### src/rtl/cirp_params.svh
/*
  Address map, reset values, slot count and frame/buffer sizes for the indirect register port.
  Assumes it is included by the design file only.
*/
`ifndef CIRP_PARAMS_SVH
`define CIRP_PARAMS_SVH

// ----------------------------------------------------------------------------
// Direct addresses on the host port.
// ----------------------------------------------------------------------------
`define CIRP_DADDR_INDEX      3'h0
`define CIRP_DADDR_DATA       3'h2
`define CIRP_DADDR_FRAME      3'h3

// ----------------------------------------------------------------------------
// Indirect addresses.
// ----------------------------------------------------------------------------
`define CIRP_IA_TIMEOUT_MASK_2         16'h0e12
`define CIRP_IA_TIMEOUT_MASK_3         16'h0e13
`define CIRP_IA_TIMEOUT_MASK_4         16'h0e14
`define CIRP_IA_STRAP         16'h0e80
`define CIRP_IA_STRAP_LAST    16'h0e82
`define CIRP_IA_PSTATE        16'h0e90
`define CIRP_IA_RQOS          16'h0ea0
`define CIRP_IA_CPUQ_A        16'h0ea8
`define CIRP_IA_CPUQ_B        16'h0ea9
`define CIRP_IA_UPQ_A         16'h0eaa
`define CIRP_IA_UPQ_B         16'h0eab
`define CIRP_IA_CLASS         16'h0eac
`define CIRP_IA_BIRQ          16'h0ead
`define CIRP_IA_QCS           16'h0eb0
`define CIRP_IA_QALL          16'h0eba
`define CIRP_IA_BIST0         16'h0ebb
`define CIRP_IA_BIST1         16'h0ebc
`define CIRP_IA_BMCTL         16'h0ebd
`define CIRP_IA_BPRST         16'h0ec0
`define CIRP_IA_HEAD_LO       16'h0ec1
`define CIRP_IA_HEAD_HI       16'h0ec2
`define CIRP_IA_TAIL_LO       16'h0ec3
`define CIRP_IA_TAIL_HI       16'h0ec4
`define CIRP_IA_CNT_LO        16'h0ec5
`define CIRP_IA_CNT_HI        16'h0ec6
`define CIRP_IA_RLS_CTRL      16'h0ec7
`define CIRP_IA_RLS_INFO      16'h0ec8
`define CIRP_IA_RLS_LAST      16'h0ecd
`define CIRP_IA_GCR           16'h0f00
`define CIRP_IA_DCR0          16'h0f01
`define CIRP_IA_DEVICE_CONTROL_1          16'h0f02
`define CIRP_IA_DEVICE_PORT_STATUS          16'h0f03
`define CIRP_IA_DATA_READBACK          16'h0f04
`define CIRP_IA_FIXED         16'h0fff

// ----------------------------------------------------------------------------
// Reset values and fixed read values.
// ----------------------------------------------------------------------------
`define CIRP_RST_ZERO         8'h00
`define CIRP_RST_BMCTL        8'h0f
`define CIRP_RST_CNT_HI       8'h06
`define CIRP_FIXED_VALUE      8'hda
`define CIRP_RD_UNMAPPED      8'h00

// ----------------------------------------------------------------------------
// Port slots and frame header.
// ----------------------------------------------------------------------------
`define CIRP_NSLOT            6
`define CIRP_HDR_WORDS        3'h4
`define CIRP_PAY_ALIGN        2'h3
`define CIRP_BUF_DEPTH        2

`endif

### src/rtl/cirp_pkg.sv
/*
  Types shared by the indirect register port.
  Assumes cirp_params.svh supplies the numbers.
*/
package cirp_pkg;
  // Frame path phase: header words, then payload words.
  typedef enum logic [0:0] {
    CIRP_HDR,
    CIRP_PAY
  } cirp_fphase_t;
  typedef logic [7:0] cirp_byte_t;
endpackage

### src/rtl/cirp_port.sv
/*
  Host parallel register port: index, indirect data and frame registers,
  plus the indirect status/control map behind them.
  Assumes a synchronous host bus on ref_clk, one access per strobe cycle,
  and status inputs from the switch core that are synchronous to ref_clk.
*/
`timescale 1ns/10ps
`include "cirp_params.svh"

// Behaviour
// - write-only 16-bit index at address 0
// - 8-bit read/write data at address 2
// - 16-bit frame register at address 3
// - first 8 bytes after reset are the status header
// - port state read-back at E90 plus n
// - queue status at EA0+n, EA8/9, EAA/B
// - writable queue control EB0+n, reset zero
// - head/tail pointers split low/high bytes
// - count high holds init start, reset 006
// - F04 read-back only, F03 writable zero reset
module cirp_port (
  input  wire logic         ref_clk,
  input  wire logic         rst_n,
  input  wire logic         host_cs,
  input  wire logic         host_we,
  input  wire logic [2:0]   host_addr,
  input  wire logic [15:0]  host_wdata,
  output logic      [15:0]  host_rdata,
  output logic              host_rvalid,
  output logic              host_ready,
  input  wire logic [47:0]  port_state_in,
  input  wire logic [31:0]  rport_queue_in,
  input  wire logic [31:0]  cpu_uplink_queue_in,
  input  wire logic [7:0]   class_status_in,
  input  wire logic [15:0]  selftest_in,
  input  wire logic [47:0]  release_info_in,
  input  wire logic [15:0]  device_ctrl_in,
  input  wire logic [7:0]   data_readback_in,
  input  wire logic [2:0]   strap_in,
  input  wire logic [15:0]  rx_frame_data,
  input  wire logic         rx_frame_valid,
  output logic              rx_frame_ready,
  output logic      [15:0]  tx_frame_data,
  output logic              tx_frame_valid,
  output logic              tx_frame_hdr,
  input  wire logic         tx_frame_ready,
  output logic              pay_misaligned,
  output logic      [15:0]  fcb_head,
  output logic      [15:0]  fcb_tail,
  output logic      [14:0]  fcb_count,
  output logic              fcb_init_start,
  output logic      [47:0]  queue_ctrl,
  output logic      [7:0]   global_ctrl,
  output logic      [7:0]   port_status_ctrl
);

  // --------------------------------------------------------------------------
  // Storage.
  // --------------------------------------------------------------------------
  logic [15:0]              index_reg;
  logic [7:0]               wr_regs_reg [0:18];
  logic [7:0]               qcs_reg [0:`CIRP_NSLOT-1];
  logic [2:0]               strap_reg;
  logic                     strap_done_reg;
  logic [15:0]              buf_reg [0:`CIRP_BUF_DEPTH-1];
  logic                     bhdr_reg [0:`CIRP_BUF_DEPTH-1];
  logic                     wr_ptr_reg;
  logic                     rd_ptr_reg;
  logic [1:0]               cnt_reg;
  logic [2:0]               hdr_cnt_reg;
  logic [1:0]               pay_cnt_reg;
  cirp_pkg::cirp_fphase_t   phase_reg;

  logic                     acc_data;
  logic                     acc_frame;
  logic                     push;
  logic                     pop;
  logic [7:0]               ind_rdata;
  logic [4:0]               wsel;
  logic                     wsel_ok;
  logic [2:0]               slot;
  logic                     slot_ok;

  // Index of a writable register in the flat bank; invalid codes return 0/0.
  function automatic logic [5:0] cirp_wmap(input logic [15:0] a);
    logic [5:0] r;
    r = 6'h00;
    unique case (a)
      `CIRP_IA_TIMEOUT_MASK_2:    r = {1'b1, 5'd0};
      `CIRP_IA_TIMEOUT_MASK_3:    r = {1'b1, 5'd1};
      `CIRP_IA_TIMEOUT_MASK_4:    r = {1'b1, 5'd2};
      `CIRP_IA_BIRQ:     r = {1'b1, 5'd3};
      `CIRP_IA_QALL:     r = {1'b1, 5'd4};
      `CIRP_IA_BMCTL:    r = {1'b1, 5'd5};
      `CIRP_IA_BPRST:    r = {1'b1, 5'd6};
      `CIRP_IA_HEAD_LO:  r = {1'b1, 5'd7};
      `CIRP_IA_HEAD_HI:  r = {1'b1, 5'd8};
      `CIRP_IA_TAIL_LO:  r = {1'b1, 5'd9};
      `CIRP_IA_TAIL_HI:  r = {1'b1, 5'd10};
      `CIRP_IA_CNT_LO:   r = {1'b1, 5'd11};
      `CIRP_IA_CNT_HI:   r = {1'b1, 5'd12};
      `CIRP_IA_RLS_CTRL: r = {1'b1, 5'd13};
      `CIRP_IA_GCR:      r = {1'b1, 5'd14};
      `CIRP_IA_DEVICE_PORT_STATUS:     r = {1'b1, 5'd15};
      default:           r = 6'h00;
    endcase
    return r;
  endfunction

  // Port slot of a per-port address: ports 0..3 -> 0..3, 8 -> 4, 9 -> 5.
  function automatic logic [3:0] cirp_slot(input logic [15:0] a, input logic [15:0] base);
    logic [15:0] d;
    d = a - base;
    if (a < base) begin
      return 4'h0;
    end else if (d < 16'h0004) begin
      return {1'b1, d[2:0]};
    end else if (d == 16'h0008) begin
      return {1'b1, 3'd4};
    end else if (d == 16'h0009) begin
      return {1'b1, 3'd5};
    end
    return 4'h0;
  endfunction

  assign acc_data  = host_cs && (host_addr == `CIRP_DADDR_DATA);
  assign acc_frame = host_cs && (host_addr == `CIRP_DADDR_FRAME);
  assign {wsel_ok, wsel} = cirp_wmap(index_reg);
  assign {slot_ok, slot} = cirp_slot(index_reg, `CIRP_IA_QCS);

  // --------------------------------------------------------------------------
  // Index register.
  // --------------------------------------------------------------------------
  // The index only moves on a host write; reads of address 0 return zero.
  always_ff @(posedge ref_clk or negedge rst_n) begin
    if (!rst_n) begin
      index_reg <= 16'h0000;
    end else if (host_cs && host_we && host_addr == `CIRP_DADDR_INDEX) begin
      index_reg <= host_wdata;
    end
  end

  // --------------------------------------------------------------------------
  // Writable indirect registers.
  // --------------------------------------------------------------------------
  // Writes land on whatever the last index write selected.
  always_ff @(posedge ref_clk or negedge rst_n) begin
    if (!rst_n) begin
      for (int i = 0; i < 19; i++) begin
        wr_regs_reg[i] <= `CIRP_RST_ZERO;
      end
      wr_regs_reg[5]  <= `CIRP_RST_BMCTL;
      wr_regs_reg[12] <= `CIRP_RST_CNT_HI;
    end else if (acc_data && host_we && wsel_ok) begin
      wr_regs_reg[wsel] <= host_wdata[7:0];
    end
  end

  // Per-port queue control slots, cleared at reset.
  always_ff @(posedge ref_clk or negedge rst_n) begin
    if (!rst_n) begin
      for (int i = 0; i < `CIRP_NSLOT; i++) begin
        qcs_reg[i] <= `CIRP_RST_ZERO;
      end
    end else if (acc_data && host_we && slot_ok) begin
      qcs_reg[slot] <= host_wdata[7:0];
    end
  end

  // Strap pins are caught once, one clock after reset release.
  always_ff @(posedge ref_clk or negedge rst_n) begin
    if (!rst_n) begin
      strap_reg      <= 3'h0;
      strap_done_reg <= 1'b0;
    end else if (!strap_done_reg) begin
      strap_reg      <= strap_in;
      strap_done_reg <= 1'b1;
    end
  end

  // --------------------------------------------------------------------------
  // Indirect read decode.
  // --------------------------------------------------------------------------
  always_comb begin
    logic [3:0]  ps;
    logic [3:0]  qs;
    logic [15:0] off;
    ps  = cirp_slot(index_reg, `CIRP_IA_PSTATE);
    qs  = cirp_slot(index_reg, `CIRP_IA_RQOS);
    off = index_reg - `CIRP_IA_RLS_INFO;
    ind_rdata = `CIRP_RD_UNMAPPED;
    if (wsel_ok) begin
      ind_rdata = wr_regs_reg[wsel];
    end else if (slot_ok) begin
      ind_rdata = qcs_reg[slot];
    end else if (ps[3]) begin
      ind_rdata = port_state_in[ps[2:0]*8 +: 8];
    end else if (qs[3] && qs[2:0] < 3'd4) begin
      ind_rdata = rport_queue_in[qs[1:0]*8 +: 8];
    end else if (index_reg >= `CIRP_IA_CPUQ_A && index_reg <= `CIRP_IA_UPQ_B) begin
      ind_rdata = cpu_uplink_queue_in[index_reg[1:0]*8 +: 8];
    end else if (index_reg >= `CIRP_IA_RLS_INFO && index_reg <= `CIRP_IA_RLS_LAST) begin
      ind_rdata = release_info_in[off[2:0]*8 +: 8];
    end else if (index_reg >= `CIRP_IA_STRAP && index_reg <= `CIRP_IA_STRAP_LAST) begin
      ind_rdata = {7'h00, strap_reg[index_reg[1:0]]};
    end else begin
      unique case (index_reg)
        `CIRP_IA_CLASS: ind_rdata = class_status_in;
        `CIRP_IA_BIST0: ind_rdata = selftest_in[7:0];
        `CIRP_IA_BIST1: ind_rdata = selftest_in[15:8];
        `CIRP_IA_DCR0:  ind_rdata = device_ctrl_in[7:0];
        `CIRP_IA_DEVICE_CONTROL_1:  ind_rdata = device_ctrl_in[15:8];
        `CIRP_IA_DATA_READBACK:  ind_rdata = data_readback_in;
        `CIRP_IA_FIXED: ind_rdata = `CIRP_FIXED_VALUE;
        default:        ind_rdata = `CIRP_RD_UNMAPPED;
      endcase
    end
  end

  // --------------------------------------------------------------------------
  // Host read answer and ready.
  // --------------------------------------------------------------------------
  // Reads answer one cycle after the strobe; a frame read with rx_frame_valid high takes rx_frame_data and pulses rx_frame_ready.
  always_ff @(posedge ref_clk or negedge rst_n) begin
    if (!rst_n) begin
      host_rdata  <= 16'h0000;
      host_rvalid <= 1'b0;
    end else begin
      host_rvalid <= host_cs && !host_we;
      if (acc_data && !host_we) begin
        host_rdata <= {8'h00, ind_rdata};
      end else if (acc_frame && !host_we) begin
        host_rdata <= rx_frame_valid ? rx_frame_data : 16'h0000;
      end else if (host_cs && !host_we) begin
        host_rdata <= 16'h0000;
      end
    end
  end

  // Host may write a frame word only while the buffer has room.
  always_ff @(posedge ref_clk or negedge rst_n) begin
    if (!rst_n) begin
      host_ready     <= 1'b0;
      rx_frame_ready <= 1'b0;
    end else begin
      host_ready     <= (cnt_reg + 2'(push) - 2'(pop)) < 2'(`CIRP_BUF_DEPTH);
      rx_frame_ready <= 1'b0;
      if (acc_frame && !host_we && rx_frame_valid) begin
        rx_frame_ready <= 1'b1;
      end
    end
  end

  // --------------------------------------------------------------------------
  // Host-to-switch frame buffer, two entries.
  // --------------------------------------------------------------------------
  // A write into a full buffer is dropped; the host must watch host_ready.
  assign push = acc_frame && host_we && (cnt_reg < 2'(`CIRP_BUF_DEPTH));
  assign pop  = tx_frame_valid && tx_frame_ready;

  // First four words after reset are the status header; all later words are payload.
  always_ff @(posedge ref_clk or negedge rst_n) begin
    if (!rst_n) begin
      phase_reg   <= cirp_pkg::CIRP_HDR;
      hdr_cnt_reg <= 3'h0;
      pay_cnt_reg <= 2'h0;
    end else if (push) begin
      if (phase_reg == cirp_pkg::CIRP_HDR) begin
        hdr_cnt_reg <= hdr_cnt_reg + 3'h1;
        if (hdr_cnt_reg + 3'h1 == `CIRP_HDR_WORDS) begin
          phase_reg   <= cirp_pkg::CIRP_PAY;
          pay_cnt_reg <= 2'h0;
        end
      end else begin
        pay_cnt_reg <= pay_cnt_reg + 2'h1;
      end
    end
  end

  always_ff @(posedge ref_clk or negedge rst_n) begin
    if (!rst_n) begin
      wr_ptr_reg <= 1'b0;
      rd_ptr_reg <= 1'b0;
      cnt_reg    <= 2'h0;
    end else begin
      if (push) begin
        buf_reg[wr_ptr_reg]  <= host_wdata;
        bhdr_reg[wr_ptr_reg] <= (phase_reg == cirp_pkg::CIRP_HDR);
        wr_ptr_reg           <= !wr_ptr_reg;
      end
      if (pop) begin
        rd_ptr_reg <= !rd_ptr_reg;
      end
      cnt_reg <= cnt_reg + 2'(push) - 2'(pop);
    end
  end

  // Output stage of the buffer is registered from the next occupancy.
  always_ff @(posedge ref_clk or negedge rst_n) begin
    if (!rst_n) begin
      tx_frame_valid <= 1'b0;
      tx_frame_data  <= 16'h0000;
      tx_frame_hdr   <= 1'b0;
    end else begin
      tx_frame_valid <= (cnt_reg + 2'(push) - 2'(pop)) != 2'h0;
      if (!pop && cnt_reg != 2'h0) begin
        tx_frame_data <= buf_reg[rd_ptr_reg];
        tx_frame_hdr  <= bhdr_reg[rd_ptr_reg];
      end else if (pop && cnt_reg == 2'h2) begin
        tx_frame_data <= buf_reg[!rd_ptr_reg];
        tx_frame_hdr  <= bhdr_reg[!rd_ptr_reg];
      end else begin
        tx_frame_data <= host_wdata;
        tx_frame_hdr  <= (phase_reg == cirp_pkg::CIRP_HDR);
      end
    end
  end

  // --------------------------------------------------------------------------
  // Control outputs.
  // --------------------------------------------------------------------------
  // Payload alignment flag: high while payload is not a whole 8-byte unit.
  always_ff @(posedge ref_clk or negedge rst_n) begin
    if (!rst_n) begin
      pay_misaligned   <= 1'b0;
      fcb_head         <= 16'h0000;
      fcb_tail         <= 16'h0000;
      fcb_count        <= 15'h0000;
      fcb_init_start   <= 1'b0;
      global_ctrl      <= 8'h00;
      port_status_ctrl <= 8'h00;
      queue_ctrl       <= 48'h0;
    end else begin
      pay_misaligned   <= (phase_reg == cirp_pkg::CIRP_PAY) && (pay_cnt_reg != 2'h0);
      fcb_head         <= {wr_regs_reg[8], wr_regs_reg[7]};
      fcb_tail         <= {wr_regs_reg[10], wr_regs_reg[9]};
      fcb_count        <= {wr_regs_reg[12][6:0], wr_regs_reg[11]};
      fcb_init_start   <= wr_regs_reg[12][7];
      global_ctrl      <= wr_regs_reg[14];
      port_status_ctrl <= wr_regs_reg[15];
      for (int i = 0; i < `CIRP_NSLOT; i++) begin
        queue_ctrl[i*8 +: 8] <= qcs_reg[i];
      end
    end
  end
endmodule

### config.mk
export PLATFORM = sky130hd
export DESIGN_NAME = cirp_port
export DESIGN_NICKNAME = d
export VERILOG_FILES = /design/src/rtl/cirp_pkg.sv /design/src/rtl/cirp_port.sv
export VERILOG_INCLUDE_DIRS = /design/src /design/src/rtl
export SDC_FILE = /design/constraint.sdc
export NUM_CORES = 1
export LEC_CHECK = 0
export BUFFER_PORTS_ARGS = -buffer_cell sky130_fd_sc_hd__buf_2
export CORE_ASPECT_RATIO = 1.2
export CORE_UTILIZATION = 40
export DETAILED_ROUTE_END_ITERATION = 10
export HOLD_SLACK_MARGIN = 0.15
export SLEW_MARGIN = 20
export SYNTH_ARGS = -nofsm -noshare
export SYNTH_HDL_FRONTEND = slang
export SYNTH_SLANG_ARGS = --single-unit
### constraint.sdc
create_clock -name ref_clk -period 5.5 [get_ports ref_clk]
set_input_delay 1.375 -clock ref_clk [delete_from_list [all_inputs] [get_ports ref_clk]]
set_output_delay 1.375 -clock ref_clk [all_outputs]
set_load 0.01 [all_outputs]
Word-level counts from Yosys, hierarchy flattened
Memory sizes are Yosys's and may differ from the RTL's.
Index checks and enable logic that the tools add are counted.
W data, S select, Z words.
Storage, ports and cells
  register bits: 380
  bits in latches: 0
  RAM bits: 34
  ROM bits: 0
  bits of input ports: 252
  output and inout port bits: 150
  word-level logic and storage cells: 220
  memories kept: 2
Memories
  buf_reg: words 2, width 16, read ports 2, clocked after memory_dff 0, wr ports 1, line cirp_port.sv:65  | logic [15:0] buf_reg [0:`CIRP_BUF_DEPTH-1];
  bhdr_reg: words 2, width 1, read ports 2, clocked after memory_dff 0, wr ports 1, line cirp_port.sv:66  | logic bhdr_reg [0:`CIRP_BUF_DEPTH-1];
Cells by class
  add/sub/neg operators: 8
  multiply operators: 0
  div/mod/pow operators: 0
  order comparisons: 20
  eq/ne operators: 33
  shift operators: 4
  mux-type cells: 65
  bitwise logic cells: 3
  reduce and logical (&&, ||, !) cells: 36
Operators with widths (count)
  $eq A16 B12 Y1 const B: 23
  $bwmux W152: 1
  $mux W8: 13
  $eq A16 B4 Y1 const B: 6
  $mux W16: 6
  $pmux W6 S16: 1
  $shiftx A48 B7 Y8: 2
  $shiftx A32 B6 Y8: 2
  $mux W4: 15
  $pmux W8 S7: 1
  $bwmux W48: 1
  $ge A16 B12 Y1 const B: 3
  $le A16 B12 Y1 const B: 3
  $lt A16 B12 Y1 const B: 3
  $lt A16 B3 Y1 const B: 3
  $sub A16 B12 Y16 const B: 3
  $bmux W8 S5: 1
  $demux W8 S5: 1
  $bmux W8 S3: 1
  $demux W8 S3: 1
  $logic_and A1 B1 Y1: 24
  $mux W1: 20
  $reduce_bool A2 Y1: 4
  $eq A3 B2 Y1 const B: 2
  other kinds (23): 29

Depth between registers and ports, before layout
  depth in word-level cells: 14
  mapped depth: 15
  mapped depth without buffers: 11

Worst setup path before layout
No wires, ideal clock.
  kind: register to register
  from: register index_reg[6]
  to: register host_rdata[7]
  library setup time: 134 ps
  arrival time: 3363 ps
  required time: 5366 ps
  setup slack: 2004 ps
  stages on the path, launching flop included: 14
  path buffers: 3
  cell sequence: dfrtp_1 > clkbuf_1 > buf_1 > inv_1 > ha_1 > a21boi_0 > nor4_1 > o2111a_1 > and4b_1 > nand3b_1 > buf_4 > mux4_2 > a2111oi_0 > o21ai_0
On the way
  longest elaborated chain between the ends: 14
  elaborated cells between the ends (all ways): 93
  those cells by class: add/sub (3); order compare (13); eq/ne (29); shift (2); mux (40); bitwise (2); reduce/logical (4)
Ends and longest elaborated chain
  start, declared: line cirp_port.sv:60  | logic [15:0] index_reg;
  start signal, assigned: line cirp_port.sv:139  | index_reg <= host_wdata;
  parallel branches: the longest is 12 deep, another holds $sub A16 B12 Y16
  $mux W8 *: line cirp_port.sv:192  | if (wsel_ok) begin
  $mux W16 *: line cirp_port.sv:230  | if (acc_data && !host_we) begin
  end signal, assigned: line cirp_port.sv:231  | host_rdata <= {8'h00, ind_rdata};
  end signal, assigned: line cirp_port.sv:233  | host_rdata <= rx_frame_valid ? rx_frame_data : 16'h0000;
  end, declared: line cirp_port.sv:28  | output logic [15:0] host_rdata,
Every way passes the cells marked *. The select of a mux whose other input is x is not followed.
A chain may end at the register's enable or synchronous reset.

Worst setup path in the final report
  from: register index_reg[8]
  to: register host_rdata[6]
The elaborated chain is that of the path after synthesis.

==> key figures <==
Worst setup path
  • CP Capture Type: flip-flop
  • R2r endpoint: host_rdata[6]
  • Critical path data arrival time: 4.99 ns
  • WS Path Type: flip-flop to flip-flop
  • Reg-to-Reg Start: index_reg[8]
  • FF-to-FF setup slack: 0.89 ns
  • Critical path endpoint: host_rdata[6]
  • Crit Path Max Fanout: 27
  • Top cell by count, worst path: o21ai_0
  • Reg2Reg Depth: 9
  • Startpoint class of the critical path: flip-flop
  • CP cell instances: nand4_1 -> or4_4 -> o221ai_4 -> buf_4 -> mux2_2 -> o21ai_0 -> o22ai_1 -> a211oi_1 -> o21ai_0
  • WP data required: 5.87 ns
  • Max stage delay on crit path: 0.82 ns
  • Critical Path Slowest Stage Cell: dfrtp_1
  • Crit path from: index_reg[8]

STA
  • Final setup viols: 0
  • Clock Skew: 0.0452 ns
  • Min Tclk post-route: 4.61 ns
  • Headroom to the max-slew limit: 25.1%
  • Setup TNS Final: 0 ns
  • Final Hold Viols: 0
  • Slew Limit Fails: 0
  • Worst-Margin Slew: 1.11 ns
  • Max Clk Rate: 217 MHz
  • RSZ-0062 raised after global routing: no
  • Final period utilization: 83.9%

CTS
  • Clock root buffer: clkbuf_16
  • Clock Tree Buf Depth: 3
  • Worst-Skew Late Latency: 0.56 ns
  • CTS sink count: 390
  • Clock transition at the registers of the reported paths: 0.06 ns
  • CTS tree: yes
  • Post-CTS Hold Buffers: 0
  • H-tree level count: 2
  • CTS resizes: 0
  • Post-CTS setup repair buffer count: 0
  • CTS Buf Count: 41

Global route
  • Grt ovf: 0
  • First-pass GRT wire length: 95200 µm
  • Vias in the first global route: 14700
  • Largest net degree at the start of global routing: 107
  • Initial antenna violation count: 2
  • Gr usage total: 27.4%

Yosys
  • Mux cell area share after synthesis: 20.0%
  • Seq/Total Area, Yosys: 54.3%
  • Main combinational cell family by area after synthesis: multiplexers
  • XOR/XNOR Fraction of Synth Area: 0.766%
  • Synth top area cells: dfrtp_1 48%, mux2_2 12%, edfxtp_1 5.6%
  • Avg Cell Area, Syn: 12.6 µm²
  • Net Count, Synth: 1717
  • Yosys cell types: 96
  • Synth Area in Adders: 0.616%
  • Compound-Gate Fraction of Synth Area: 11.8%
  • Cell taking the most area after synthesis: dfrtp_1
  • Synth Instances: 1456
  • Syn Std Cell Area: 0.0183 mm²
  • Post-synth EDFFs: 34
  • Synth cell count leaders: 350 x dfrtp_1, 200 x mux2_2, 104 x nand2_1, 69 x mux2i_1, 56 x clkbuf_1
  • Simple-gate share of the synthesized area: 9.52%
  • Most used DFF post-synth: dfrtp_1
  • YS warnings: 0
  • Synth Register Bits: 390
  • Post-synth top area share: 47.9%
  • Count leader, synth: dfrtp_1
  • Asr flop ratio synth: 91.3%

Die
  • # rows: 85
  • Die Width: 197 µm
  • Core area: 0.0450 mm²
  • Io pins: 402
  • Initial Utilization: 40.7%
  • Die height: 236 µm
  • Die ar.: 0.0466 mm²

Drt
  • Post-DR wirelength/cell: 25.9 µm
  • Drt total wl: 64300 µm
  • Drc violations: 0
  • Final ANT Viol Nets: 0
  • DRT Pass-1 Iters: 5
  • Vias per cell: 5.79
  • Starting DRT DRC Count: 1262
  • Via count: 14400

Power
  • Maximum VDD drop: 0.191 mV
  • Pwr/cell area: 334 mW/mm²
  • Leak Pwr: 10.7 nW

Cells and area
  • Final instance area: 0.0224 mm²
  • Area Growth Syn to Fin: 22.3%
  • Final #Nets: 2104
  • Max reg flops: 128
  • Ratio of cells with drive above 1 in the final layout: 41.4%

Flow run
  • Max-cap violations: 0

Hold path
  • Hold/Removal Path Class: flip-flop to flip-flop

Place
  • Placed wire-length estimate: 48000 µm
  • Port bufs: 401
  • Final Wtd Congestion: 0.965
  • Post-Place Cell Area: 0.0209 mm²

Run status
  • Outcome: complete, no violations
## report_power, final
part           leakage, nW  internal, mW  switching, mW  total (mW)
clock network        0.687          1.71           1.14        2.84
logic                 4.86         0.554          0.860        1.41
registers             5.15          3.04          0.167        3.20
## layout make-up
| cell class | instances | area, µm² |
|---|---|---|
| Sequential cell | 390 | 9940 |
| Inverter | 19 | 71.3 |
| Multi-Input combinational cell | 952 | 7870 |
| Clock buffer | 64 | 1240 |
| Timing Repair Buffer | 439 | 2310 |
| Clock inverter | 12 | 169 |
| Fill cell | 4075 | 22600 |
| Antenna cell | 2 | 5.00 |
| Tap cell | 609 | 762 |
## metrics by stage
stage | hold WS, ns | utilization [%] | setup slack [ns] | instances | power, mW
finish | 0.397 | 49.7 | 0.887 | 2487 | 7.46
global route | 0.413 | 49.7 | 0.685 | 2485 | 7.77
global placement | 0.381 | 46.5 | 0.962 | 2409 | 4.64
CTS | 0.399 | 49.7 | 0.929 | 2485 | 7.53
floorplan | 0.361 | - | 2.00 | 1456 | 4.09
detailed placement | 0.387 | 46.6 | 0.934 | 2409 | 4.65
## layer usage
metal / GRT usage (%) / wire length [µm] / vias up
met4: 9.44 / 2200 / 2
met3: 4.39 / 4570 / 122
li1: - / - / 6277
met5: 0 / 10 / -
met1: 38.1 / 27200 / 7360
met2: 43.5 / 30300 / 642
## cells in the final DEF, fill, tap and decap left out, types with 17 or more instances in the layout
master / n
edfxtp_1: 34
mux2i_1: 69
clkbuf_16: 43
o22ai_1: 37
inv_1: 19
nor2_1: 51
a21oi_1: 52
a22oi_1: 17
dfrtp_1: 348
o21ai_0: 31
mux2_2: 200
buf_4: 37
buf_2: 400
a221oi_1: 18
nand3_1: 25
mux4_2: 29
nand2_1: 104
## worst min path at each step
stage,end,from,cells after the start,slack [ns]
finish,queue_ctrl[16],qcs_reg[24],0,0.40
global route,fcb_tail[12],wr_regs_reg[68],0,0.41
CTS,fcb_tail[12],wr_regs_reg[68],0,0.40
detailed placement,fcb_tail[12],wr_regs_reg[68],0,0.39
global placement,queue_ctrl[16],qcs_reg[24],0,0.38
floorplan,fcb_tail[6],wr_regs_reg[78],0,0.36
## logic make-up after synthesis
kind of cell	after synthesis
multiplexers	304
flip-flops	390
buffers and inverters	114
AND/OR/NAND/NOR	325
XOR/XNOR	16
adder cells (fa/ha/maj)	9
AO/OA/AOI/OAI	297
other	1
## critical path, delay by kind of cell (launching register included)
kind,cells,cell delay [ns]
AO/OA/AOI/OAI,5,1.47
buffers and inverters,1,0.49
AND/OR/NAND/NOR,2,1.29
multiplexers,1,0.38
flip-flops,1,0.82
No activity file was read; power rests on OpenSTA's default activity.
